==> config.mk <==
export PLATFORM = sky130hd
export DESIGN_NAME = girq_top
export DESIGN_NICKNAME = d
export VERILOG_FILES = /design/src/design/girq_pkg.sv /design/src/design/girq_top.sv
export SDC_FILE = /design/constraint.sdc
export NUM_CORES = 1
export LEC_CHECK = 0
export ABC_AREA = 1
export BUFFER_PORTS_ARGS = -buffer_cell sky130_fd_sc_hd__buf_2
export CAP_MARGIN = 20
export CORE_MARGIN = 2
export CORE_UTILIZATION = 45
export DETAILED_ROUTE_END_ITERATION = 6
export GPL_TIMING_DRIVEN = 0
export PLACE_DENSITY = 0.75
export SLEW_MARGIN = 20
export SYNTH_ARGS = -nofsm -noshare
export SYNTH_HDL_FRONTEND = slang
export SYNTH_SLANG_ARGS = --single-unit
==> constraint.sdc <==
create_clock -name clk -period 0.9 [get_ports clk]
set_input_delay 0.045 -clock clk [delete_from_list [all_inputs] [get_ports clk]]
set_output_delay 0.045 -clock clk [all_outputs]
set_load 0.005 [all_outputs]
==> src/design/girq_pkg.sv <==
// Package for the global interrupt and soft reset block: offsets, fields, carriers
package girq_pkg;

  // ==========================================================================
  // Byte offsets of the register window
  localparam logic [15:0] GIRQ_ADDR_REV_RST = 16'h0003;
  localparam logic [15:0] GIRQ_ADDR_PIN_CTL = 16'h0006;
  localparam logic [15:0] GIRQ_ADDR_GSTAT = 16'h0010;
  localparam logic [15:0] GIRQ_ADDR_GMASK = 16'h0014;
  localparam logic [15:0] GIRQ_ADDR_PSTAT = 16'h0018;
  localparam logic [15:0] GIRQ_ADDR_PMASK = 16'h001c;

  // ==========================================================================
  // Field positions
  localparam int GIRQ_BIT_SOFT_RST = 0;
  localparam int GIRQ_REV_LSB = 4;
  localparam int GIRQ_BIT_PIN_OE = 1;
  localparam int GIRQ_BIT_PIN_POL = 0;
  localparam int GIRQ_BIT_LOOKUP = 31;
  localparam int GIRQ_BIT_TRIG = 30;
  localparam int GIRQ_NUM_PORTS = 7;

  // ==========================================================================
  // Reset values
  localparam logic GIRQ_RST_BIT0 = 1'b0;
  localparam logic [1:0] GIRQ_RST_PIN_CTL = 2'h0;
  localparam logic [1:0] GIRQ_RST_GMASK = 2'h0;
  localparam logic [GIRQ_NUM_PORTS-1:0] GIRQ_RST_PMASK = 7'h00;
  localparam logic [3:0] GIRQ_DEF_REVISION = 4'h1; // Arbitrary value

  // ==========================================================================
  // Byte access carrier
  typedef struct packed {
    logic wr;
    logic rd;
    logic [15:0] addr;
    logic [7:0] wdata;
  } girq_req_s;

  // Lower-level interrupt sources
  typedef struct packed {
    logic lookup_engine;
    logic trig_unit;
    logic ts_unit;
    logic [GIRQ_NUM_PORTS-1:0] port;
  } girq_src_s;

endpackage

==> src/design/girq_top.sv <==
// Global interrupt summary, soft reset and power-event pin control
// Operation
// - soft reset bit set holds datapath and state machines reset, registers kept
// - soft reset bit never self-clears; only a management write of 0 or rst_n low releases it
// - power-event pin driven only while pin output-enable bit 1 is set
// - pin control bit 0 picks polarity: 0 active low, 1 active high
// - global status bit 31 reads 1 while lookup engine requests interrupt
// - global status bit 30 reads trigger-output or timestamp unit request
// - per-port egress timestamp interrupts stay out of bit 30
// - global mask bit 31 disables lookup engine interrupt when 1
// - global mask bit 30 disables trigger/timestamp interrupt when 1
// - port summary status bits 0..6 show ports 1..7 requests
// - port summary mask bits 0..6 disable ports 1..7 when 1
// - each port summary bit follows that port's own detailed status
// - registers byte addressed big-endian, each byte accessed alone
`timescale 1ns/1ps
`default_nettype none
module girq_top
  import girq_pkg::*;
#(
  parameter logic [3:0] REVISION = GIRQ_DEF_REVISION
) (
  // Clock and reset
  input wire logic clk,
  input wire logic rst_n,
  // Byte register access
  input wire girq_req_s req,
  output logic [7:0] rdata,
  output logic rvalid,
  // Interrupt sources
  input wire girq_src_s src,
  // Outputs
  output logic datapath_rst,
  output logic irq_req,
  output logic power_event_pin_o,
  output logic power_event_pin_oe
);

  // ==========================================================================
  // Registers
  logic soft_rst_reg;
  logic [1:0] pin_ctl_reg;
  logic [1:0] gmask_reg;
  logic [GIRQ_NUM_PORTS-1:0] pmask_reg;
  logic [1:0] gstat_reg;
  logic [GIRQ_NUM_PORTS-1:0] pstat_reg;
  logic [31:0] gstat_w, gmask_w, pstat_w, pmask_w;
  logic [7:0] rd_next;
  logic irq_next;

  // Word views, used only for byte read selection; byte writes take req.wdata directly
  always_comb begin
    gstat_w = '0;
    gstat_w[GIRQ_BIT_LOOKUP] = gstat_reg[1];
    gstat_w[GIRQ_BIT_TRIG] = gstat_reg[0];
    gmask_w = '0;
    gmask_w[GIRQ_BIT_LOOKUP] = gmask_reg[1];
    gmask_w[GIRQ_BIT_TRIG] = gmask_reg[0];
    pstat_w = {25'h0, pstat_reg};
    pmask_w = {25'h0, pmask_reg};
  end

  // Picks the big-endian byte: lowest address holds bits 31:24
  function automatic logic [7:0] be_byte(input logic [31:0] w, input logic [1:0] lane);
    logic [7:0] b;
    b = '0;
    case (lane)
      2'h0: b = w[31:24];
      2'h1: b = w[23:16];
      2'h2: b = w[15:8];
      default: b = w[7:0];
    endcase
    return b;
  endfunction

  // ==========================================================================
  // Source sampling; pure levels, reads never clear them
  always_ff @(posedge clk) begin
    if (!rst_n) begin
      gstat_reg <= 2'h0;
      pstat_reg <= '0;
    end else begin
      gstat_reg[1] <= src.lookup_engine;
      gstat_reg[0] <= src.trig_unit | src.ts_unit;
      pstat_reg <= src.port;
    end
  end

  // ==========================================================================
  // Byte writes; reserved bits are simply not stored
  always_ff @(posedge clk) begin
    if (!rst_n) begin
      soft_rst_reg <= GIRQ_RST_BIT0;
    end else if (req.wr && req.addr == GIRQ_ADDR_REV_RST) begin
      soft_rst_reg <= req.wdata[GIRQ_BIT_SOFT_RST];
    end
  end

  always_ff @(posedge clk) begin
    if (!rst_n) begin
      pin_ctl_reg <= GIRQ_RST_PIN_CTL;
    end else if (req.wr && req.addr == GIRQ_ADDR_PIN_CTL) begin
      pin_ctl_reg <= {req.wdata[GIRQ_BIT_PIN_OE], req.wdata[GIRQ_BIT_PIN_POL]};
    end
  end

  // Mask bits 31 and 30 live in the first byte of the word
  always_ff @(posedge clk) begin
    if (!rst_n) begin
      gmask_reg <= GIRQ_RST_GMASK;
    end else if (req.wr && req.addr == GIRQ_ADDR_GMASK) begin
      gmask_reg <= req.wdata[7:6];
    end
  end

  // Port mask bits live in the last byte of the word
  always_ff @(posedge clk) begin
    if (!rst_n) begin
      pmask_reg <= GIRQ_RST_PMASK;
    end else if (req.wr && req.addr == (GIRQ_ADDR_PMASK | 16'h0003)) begin
      pmask_reg <= req.wdata[GIRQ_NUM_PORTS-1:0];
    end
  end

  // ==========================================================================
  // Byte reads, one cycle latency; unmapped bytes read zero
  always_comb begin
    rd_next = '0;
    case (req.addr & 16'hfffc)
      16'h0000: begin
        if (req.addr[1:0] == 2'h3) begin
          rd_next = '0;
          rd_next[7:GIRQ_REV_LSB] = REVISION;
          rd_next[GIRQ_BIT_SOFT_RST] = soft_rst_reg;
        end
      end
      16'h0004: begin
        if (req.addr[1:0] == 2'h2) begin
          rd_next = {6'h00, pin_ctl_reg};
        end
      end
      GIRQ_ADDR_GSTAT: rd_next = be_byte(gstat_w, req.addr[1:0]);
      GIRQ_ADDR_GMASK: rd_next = be_byte(gmask_w, req.addr[1:0]);
      GIRQ_ADDR_PSTAT: rd_next = be_byte(pstat_w, req.addr[1:0]);
      GIRQ_ADDR_PMASK: rd_next = be_byte(pmask_w, req.addr[1:0]);
      default: rd_next = '0;
    endcase
  end

  always_ff @(posedge clk) begin
    if (!rst_n) begin
      rdata <= '0;
      rvalid <= 1'b0;
    end else begin
      rdata <= rd_next;
      rvalid <= req.rd;
    end
  end

  // ==========================================================================
  // Combined request and pin
  assign irq_next = |(gstat_reg & ~gmask_reg) | |(pstat_reg & ~pmask_reg);

  always_ff @(posedge clk) begin
    if (!rst_n) begin
      irq_req <= 1'b0;
      power_event_pin_o <= 1'b0;
      power_event_pin_oe <= 1'b0;
      datapath_rst <= 1'b0;
    end else begin
      irq_req <= irq_next;
      // Active low by default, so idle drives high
      power_event_pin_o <= irq_next ^ ~pin_ctl_reg[0];
      power_event_pin_oe <= pin_ctl_reg[1];
      // Register contents are untouched by this reset
      datapath_rst <= soft_rst_reg;
    end
  end
endmodule
`default_nettype wire

After elaboration in Yosys (flattened, before gate mapping)
Index checks and enable logic that the tools add are counted.
- logic and storage cells: 48
- output and inout port bits: 13
- bits of input ports: 38
- register bits: 34
- reduce and logical (&&, ||, !) cells: 9
- equal/unequal tests: 12
- mux-type cells: 7
- bitwise logic cells: 8
- operators by type and width (kind ; number):
    14-bit by 3-bit equality test with 1-bit output, second input constant ; 4
    8-bit case mux with 6 select lines ; 1
    16-bit by 5-bit equality test with 1-bit output, second input constant ; 2
    16-bit by 2-bit equality test with 1-bit output, second input constant ; 1
    16-bit by 3-bit equality test with 1-bit output, second input constant ; 1
    16-bit logical NOT ; 1
    8-bit 2-to-1 mux ; 2
    14-bit by 1-bit equality test with 1-bit output, second input constant ; 1
    7-bit 2-to-1 mux ; 2
    7-bit bitwise AND ; 1
    7-bit NOT ; 1
    7-bit OR reduction ; 1
    5-bit 2-to-1 mux ; 1
    2-bit equality test, second input constant ; 2
    1-bit logical AND ; 4
    3-bit OR reduction ; 1
    2-bit bitwise AND ; 1
    2-bit by 1-bit equality test with 1-bit output, second input constant ; 1
    2-bit logical NOT ; 1
    2-bit 2-to-1 mux ; 1
    2-bit NOT ; 1
    1-bit OR ; 2
    2-bit OR reduction ; 1
    1-bit NOT ; 1
    1-bit XOR ; 1

Logic depth before layout (Yosys ltp)
Gate-level depths: netlist of run 1.
- depth in word-level cells: 5
- mapped depth: 10
- mapped depth without buffers: 10

Worst setup path after synthesis of run 1
No wires, ideal clock.
- kind: register to register
- start: register pmask_reg[0]
- end: register power_event_pin_o
- arrival: 829 ps
- path slack: -48 ps
- path buffers: 0
- cell stages (with the launch flop): 8
- period minus slack after synthesis: 948 ps
- setup time: 119 ps
- data required time: 781 ps
- path through: dfxtp_1 inv_1 nand2_1 nand3_1 nor2_1 nand2_1 o21ai_0 a21oi_1
- cells in the longest elaborated chain, start to end: 5
- ends and longest elaborated chain (element ; line ; RTL):
    from (decl) ; girq_top.sv:44 ; logic [GIRQ_NUM_PORTS-1:0] pmask_reg;
    from (signal assigned) ; girq_top.sv:121 ; pmask_reg <= req.wdata[GIRQ_NUM_PORTS-1:0];
    7-bit NOT ; girq_top.sv:162 ; assign irq_next = |(gstat_reg & ~gmask_reg) | |(pstat_reg & ~pmask_reg);
    7-bit bitwise AND ; girq_top.sv:162 ;
    7-bit OR reduction ; girq_top.sv:162 ;
    1-bit OR ; girq_top.sv:162 ;
    1-bit XOR ; girq_top.sv:173 ; power_event_pin_o <= irq_next ^ ~pin_ctl_reg[0];
    to (signal assigned) ; girq_top.sv:173 ;
    to (decl) ; girq_top.sv:35 ; output logic power_event_pin_o,
Every way passes these cells.
A chain may end at the register's enable or synchronous reset.

Final worst setup path of run 1
- start: register pmask_reg[6]
- end: register power_event_pin_o
Same word-level chain as after synthesis.

==> impl_metrics.csv, run 1 <==
group,metric,value,unit
cells_and_area,largest_reg_flops,8,
min_path,worst_hold_path_type,"primary input to flop",
global_routing,first_pass_grt_wire_length,6458,um
outcome,outcome,"finished with violations",
outcome,failing_checks,"setup timing",
critical_path,crit_chain,"inv_2, nand2_2, nand3_2, nor2_4, nand2_2, o21ai_2, a21oi_1",
place,gp_routability_congestion,0.9043,
timing,finalSetupTns,-137.7,ps
critical_path,cp_num_buf_inv,1,
timing,setup_repair_after_global_routing_missed_its_margin,"yes",
route,post_dr_wirelength_cell,10.82,um
yosys,seq_area_frac_synth,41.88,%
timing,min_period_over_period,110.5,%
timing,slew_violations,0,
yosys,synth_top_cell_by_area,"sky130_fd_sc_hd__dfxtp_1",
route,routed_wl,3884,um
run,cap_viol_max_count,0,
route,initialDrtViolationCount,108,
timing,maxSlewHeadroom,71.82,%
die,die_height,64.10,um
yosys,synth.area.top_cells,"sky130_fd_sc_hd__dfxtp_1, sky130_fd_sc_hd__nand2_1, sky130_fd_sc_hd__inv_1, sky130_fd_sc_hd__nor2_1, sky130_fd_sc_hd__nand3_1",
yosys,synthesis.area_per_instance,6.916,um^2
timing,fmaxAchievable,1006,MHz
place,placement.setup.worst_slack,-288.7,ps
cells_and_area,finalNetCount,350,
clock_tree,worst_setup_hold_path_clk_slew,100,ps
yosys,synth.net_count,273,
yosys,synth-edff-count,0,
die,core.rowCount,21,
critical_path,cpMaxStageDelayCell,"sky130_fd_sc_hd__dfxtp_2",
timing,setup_viol,2,
power_and_ir_drop,p_leak,1.133,nW
clock_tree,htreeDepth,2,
clock_tree,cts-root-to-sink-buffers,2,
die,die_width,64.10,um
die,coreArea,3416,um^2
critical_path,critPathKind,"flop to flop",
yosys,synthesis.area,1625,um^2
timing,finalHoldViolations,0,
timing,tightest_slew,422.7,ps
global_routing,remaining_overflow_grt,0,
place,dpl.hpwl,2778,um
clock_tree,worst_skew_pair.late_latency,340,ps
yosys,synth-main-ff-cell,"sky130_fd_sc_hd__dfxtp_1",
clock_tree,tritoncts,"yes",
route,dr.pass1.iters,4,
yosys,most_common_cell_in_the_synthesized_netlist,"sky130_fd_sc_hd__nand2_1",
power_and_ir_drop,total_power,0.002779,W
die,design.portCount,51,
clock_tree,clock_sinks,34,
yosys,synth.cells.most_frequent,"sky130_fd_sc_hd__nand2_1, sky130_fd_sc_hd__inv_1, sky130_fd_sc_hd__dfxtp_1, sky130_fd_sc_hd__nor2_1, sky130_fd_sc_hd__nand3_1",
power_and_ir_drop,pwr_per_cell_area,1219,nW/um^2
power_and_ir_drop,worst_ir_drop_vdd,0.0009413,V
critical_path,worst-endpoint-required,1140,ps
cells_and_area,area.growth.synth_to_final,40.26,%
yosys,async_reset_ff_share,0,%
clock_tree,cts.root.buffer_cell,"sky130_fd_sc_hd__clkbuf_4",
critical_path,critPathMostFrequentCell,"sky130_fd_sc_hd__nand2_2",
critical_path,nature_of_the_critical_path_endpoint,"flop",
global_routing,grt.total_usage,20.30,%
timing,fin_worst_hold_slack,2.851,ps
critical_path,worst_ep_arrival_time,1230,ps
critical_path,crit_family,"flip-flops",
critical_path,path_max_fanout,3,
global_routing,antenna_violations_before_repair,0,
global_routing,via_count_of_the_first_global_routing_pass,1517,
timing,worst_slack,-94.48,ps
clock_tree,cts_buffers,5,
critical_path,startpoint_type,"flop",
critical_path,cp_slowest_stage_delay,360,ps
route,routed_via_density,4.738,
yosys,postSynthCellCount,235,
die,fp.dieArea,4109,um^2
die,initial_core_utilization,47.58,%
place,io_buffer_count,50,
route,postRouteAntennaNets,0,
yosys,yosys_register_bits,34,
timing,fin_skew,5.158,ps
route,num_vias,1701,
cells_and_area,fill_cells,308,
global_routing,grt_max_degree,11,
timing,period_needed,994.5,ps
cells_and_area,drive_gt1_share,36.42,%
yosys,synthDominantCellAreaShare,41.88,%
route,drcViolationCount,0,
yosys,synthesis.yosys.warnings,0,
cells_and_area,insertedDiodeCount,0,
yosys,synth_cell_type_count,21,
[stage by stage]
step / util [%] / cells / area [um^2]
floorplan: - / 235 / 1659
global placement: 57.58 / 331 / 1967
detailed placement: 57.58 / 331 / 1967
CTS: 65.46 / 358 / 2236
global route: 66.74 / 359 / 2280
finish: 66.74 / 359 / 2280
[worst min-delay path, delay by kind of cell]
family          cells  cell delay (ps)
compound gates      2              190
buf+inv             1               70
[routing by layer]
metal  global-route usage (%)  vias up  part of all wire, %
met5                        0        -                    0
met4                    7.181        0                 0.59
met3                    4.754        4                  6.4
met2                    35.03       63                   49
met1                    24.61      749                   44
li1                         -      885                    -
[area by class of cell]
| type | count | area, um^2 | area share (%) |
|---|---|---|---|
| plain buffers | 3 | 22.52 | 0.9879 |
| clock buffers | 7 | 55.05 | 2.415 |
| clock inverters | 1 | 5.005 | 0.2195 |
| inverters | 40 | 150.1 | 6.586 |
| multi-input cells | 158 | 852.1 | 37.38 |
| flip-flops and latches | 34 | 691.9 | 30.35 |
| well taps | 46 | 57.56 | 2.525 |
| repair buffers | 70 | 445.4 | 19.54 |
[placed cells by master (no fill, tap or decap), drive strengths merged]
cell type	netlist	layout
dfxtp	34	34
and2	1	1
nand2	53	53
a21oi	12	12
o21a	1	1
nor3	1	1
clkinv	1	2
nand3	19	19
clkbuf	2	9
dlygate4sd3	0	18
nand4	6	6
nor2	50	50
o21ai	15	15
inv	39	39
buf	1	53
[power breakdown]
part,internal (W),switching [W]
clock,0.000378,0.000489
sequential,0.00153,0.0000164
combinational,0.000178,0.000186
[timing repair]
action	4_1_cts	5_1_grt
endpoints found under the hold margin	17	0
cloned	0	0
pin swaps	5	8
endpoints found under the setup margin	2	12
hold buffers	18	0
setup buffers	1	1
gates resized for setup	10	19
[path summary, 6_finish.rpt]
kind | start | depth (start not counted) | to | slack, ps
max | pmask_reg[6]$_SDFFE_PN0P_ | 7 | power_event_pin_o$_SDFF_PN0_ | -90
min | req[7] | 3 | gmask_reg[1]$_SDFFE_PN0P_ | 3
max reg2reg | pmask_reg[6]$_SDFFE_PN0P_ | 7 | power_event_pin_o$_SDFF_PN0_ | -90
min reg2reg | pin_ctl_reg[1]$_SDFFE_PN0P_ | 2 | power_event_pin_oe$_SDFF_PN0_ | 440
[cells by family after synthesis]
kind of cell | share of synthesized area [%]
AND/OR/NAND/NOR | 38.72
flip-flops | 41.88
AO/OA/AOI/OAI | 8.776
buffers and inverters | 10.62
No activity file was read; power rests on OpenSTA's default activity.
==> inputs of run 2 (changes only) <==
--- a/config.mk
+++ b/config.mk
@@ -9,9 +9,10 @@
 export BUFFER_PORTS_ARGS = -buffer_cell sky130_fd_sc_hd__buf_2
 export CAP_MARGIN = 20
-export CORE_MARGIN = 2
-export CORE_UTILIZATION = 45
+export CORE_MARGIN = 5
+export CORE_UTILIZATION = 47
+export CTS_BUF_LIST = sky130_fd_sc_hd__clkbuf_8
 export DETAILED_ROUTE_END_ITERATION = 6
 export GPL_TIMING_DRIVEN = 0
-export PLACE_DENSITY = 0.75
+export PLACE_DENSITY = 0.77
 export SLEW_MARGIN = 20
 export SYNTH_ARGS = -nofsm -noshare
==> constraint.sdc (replaced) <==
create_clock -name clk -period 0.9 [get_ports clk]
set_input_delay 0.045 -clock clk [delete_from_list [all_inputs] [get_ports clk]]
set_output_delay 0.045 -clock clk [all_outputs]
set_load 0.1 [all_outputs]
==> run 2 against run 1 <==
- the run ends with hold timing, setup timing left
- sequential share of layout area shrank 2.3 points
- worst setup slack lost 29 ps
- fmax down 2.9%
- final cell count is 0.56% higher
- largest cell class unchanged
- highest routed layer unchanged
==> impl_metrics.csv, run 2 (same netlist as run 1, synthesis figures left out) <==
group,metric,value,unit
die,design.portCount,51,
clock_tree,cts.root.buffer_cell,"sky130_fd_sc_hd__clkbuf_8",
clock_tree,cts-root-to-sink-buffers,2,
place,gp_routability_congestion,0.9014,
critical_path,nature_of_the_critical_path_endpoint,"flop",
critical_path,startpoint_type,"flop",
global_routing,grt_max_degree,11,
timing,tightest_slew,435.3,ps
die,coreArea,3337,um^2
timing,period_needed,1024,ps
outcome,outcome,"finished with violations",
power_and_ir_drop,worst_ir_drop_vdd,0.0008508,V
die,die_width,68.81,um
route,dr.pass1.iters,4,
route,routed_via_density,4.917,
clock_tree,worst_skew_pair.late_latency,290,ps
critical_path,crit_chain,"inv_1, nand2_1, nand2_1, a21oi_2, nand2_2, o21ai_2, a21oi_1",
global_routing,first_pass_grt_wire_length,6610,um
cells_and_area,largest_reg_flops,8,
clock_tree,clock_sinks,34,
global_routing,via_count_of_the_first_global_routing_pass,1559,
route,post_dr_wirelength_cell,12.64,um
timing,setup_repair_after_global_routing_missed_its_margin,"yes",
cells_and_area,area.growth.synth_to_final,55.35,%
run,cap_viol_max_count,0,
min_path,timing.hold.worst_path_depth,3,
critical_path,path_max_fanout,3,
global_routing,antenna_violations_before_repair,0,
route,routed_wl,4563,um
cells_and_area,utilization,75.67,%
die,fp.dieArea,4734,um^2
timing,fmaxAchievable,976.7,MHz
timing,maxSlewHeadroom,70.98,%
power_and_ir_drop,p_leak,1.187,nW
cells_and_area,most-common-layout-cells,"sky130_fd_sc_hd__nand2_1, sky130_fd_sc_hd__buf_2, sky130_fd_sc_hd__inv_1",
timing,fin_skew,4.838,ps
route,postRouteAntennaNets,0,
global_routing,remaining_overflow_grt,0,
route,initialDrtViolationCount,195,
cells_and_area,insertedDiodeCount,0,
route,drcViolationCount,0,
clock_tree,tritoncts,"yes",
cells_and_area,mostFrequentLayoutCell,"sky130_fd_sc_hd__nand2_1",
power_and_ir_drop,total_power,0.003054,W
global_routing,grt.total_usage,19.08,%
clock_tree,worst_setup_hold_path_clk_slew,70,ps
min_path,worst_hold_path_type,"primary input to flop",
route,num_vias,1775,
timing,fin_worst_hold_slack,-4.831,ps
clock_tree,cts_buffers,5,
timing,finalSetupTns,-226.8,ps
critical_path,cp_slowest_stage_delay,350,ps
cells_and_area,finalNetCount,353,
critical_path,critPathKind,"flop to flop",
critical_path,worst-endpoint-required,1070,ps
timing,setup_viol,4,
place,dpl.hpwl,2967,um
outcome,failing_checks,"hold timing, setup timing",
timing,slew_violations,0,
critical_path,cpMaxStageDelayCell,"sky130_fd_sc_hd__dfxtp_2",
die,initial_core_utilization,48.71,%
cells_and_area,drive_gt1_share,47.30,%
timing,finalHoldViolations,1,
power_and_ir_drop,pwr_per_cell_area,1210,nW/um^2
die,core.rowCount,21,
critical_path,worst_ep_arrival_time,1200,ps
timing,worst_slack,-123.9,ps
timing,min_period_over_period,113.8,%
critical_path,critPathMostFrequentCell,"sky130_fd_sc_hd__nand2_1",
clock_tree,htreeDepth,2,
critical_path,r2r.worst_path.cells,7,
die,die_height,68.81,um
place,io_buffer_count,50,
[run 2: final timing paths]
path                                                  start                             to  slack, ps
worst max-delay path              pmask_reg[4]$_SDFFE_PN0P_   power_event_pin_o$_SDFF_PN0_       -120
worst max register to register    pmask_reg[4]$_SDFFE_PN0P_   power_event_pin_o$_SDFF_PN0_       -120
worst min-delay path                                 req[5]      pmask_reg[5]$_SDFFE_PN0P_         -5
worst min register to register  pin_ctl_reg[1]$_SDFFE_PN0P_  power_event_pin_oe$_SDFF_PN0_        430
[run 2: power breakdown]
| group | internal, W | switching [W] | total (W) |
|---|---|---|---|
| registers | 0.00154 | 0.0000187 | 0.00155 |
| logic | 0.000196 | 0.000263 | 0.000459 |
| clock network | 0.000518 | 0.000523 | 0.00104 |
[run 2: cell type report]
class / count / area (um^2)
Tap cell: 46 / 57.56
Timing Repair Buffer: 71 / 544.3
Clock inverter: 2 / 10.01
Buffer: 3 / 22.52
Clock buffer: 5 / 68.82
Timing Repair inverter: 1 / 5.005
Fill cell: 245 / 812.0
Inverter: 40 / 153.9
Multi-Input combinational cell: 159 / 954.7
Sequential cell: 34 / 708.2
[run 2: metal layers]
metal	wire length, um	GRT usage [%]	share of wire, %	vias up
li1	-	-	-	885
met1	1774	22.21	39	795
met2	2321	32.78	51	81
met3	357	5.673	7.8	14
met4	111	7.299	2.4	0
met5	0	0	0	-
[run 2: stage by stage]
step	cells	area (um^2)	setup slack (ps)
global placement	331	1983	-264.8
CTS	353	2312	-130.9
floorplan	235	1675	-13.56
global route	361	2525	-170.9
finish	361	2525	-123.9
detailed placement	331	1983	-303.0
[run 2: timing repair]
action / CTS / global route
hold endpoints to repair: 13 / 0
hold buffers: 14 / 0
cloned: 0 / 2
endpoints found under the setup margin: 15 / 21
setup buffers: 1 / 6
gates resized for setup: 36 / 53
pin swaps: 4 / 16
[run 2: worst max-delay path, delay by kind of cell, from the launching register on]
kind	cells	cell delay, ps
AOI/OAI and AO/OA	3	320
buffers and inverters	1	40
DFF	1	350
and+or+nand+nor	3	200
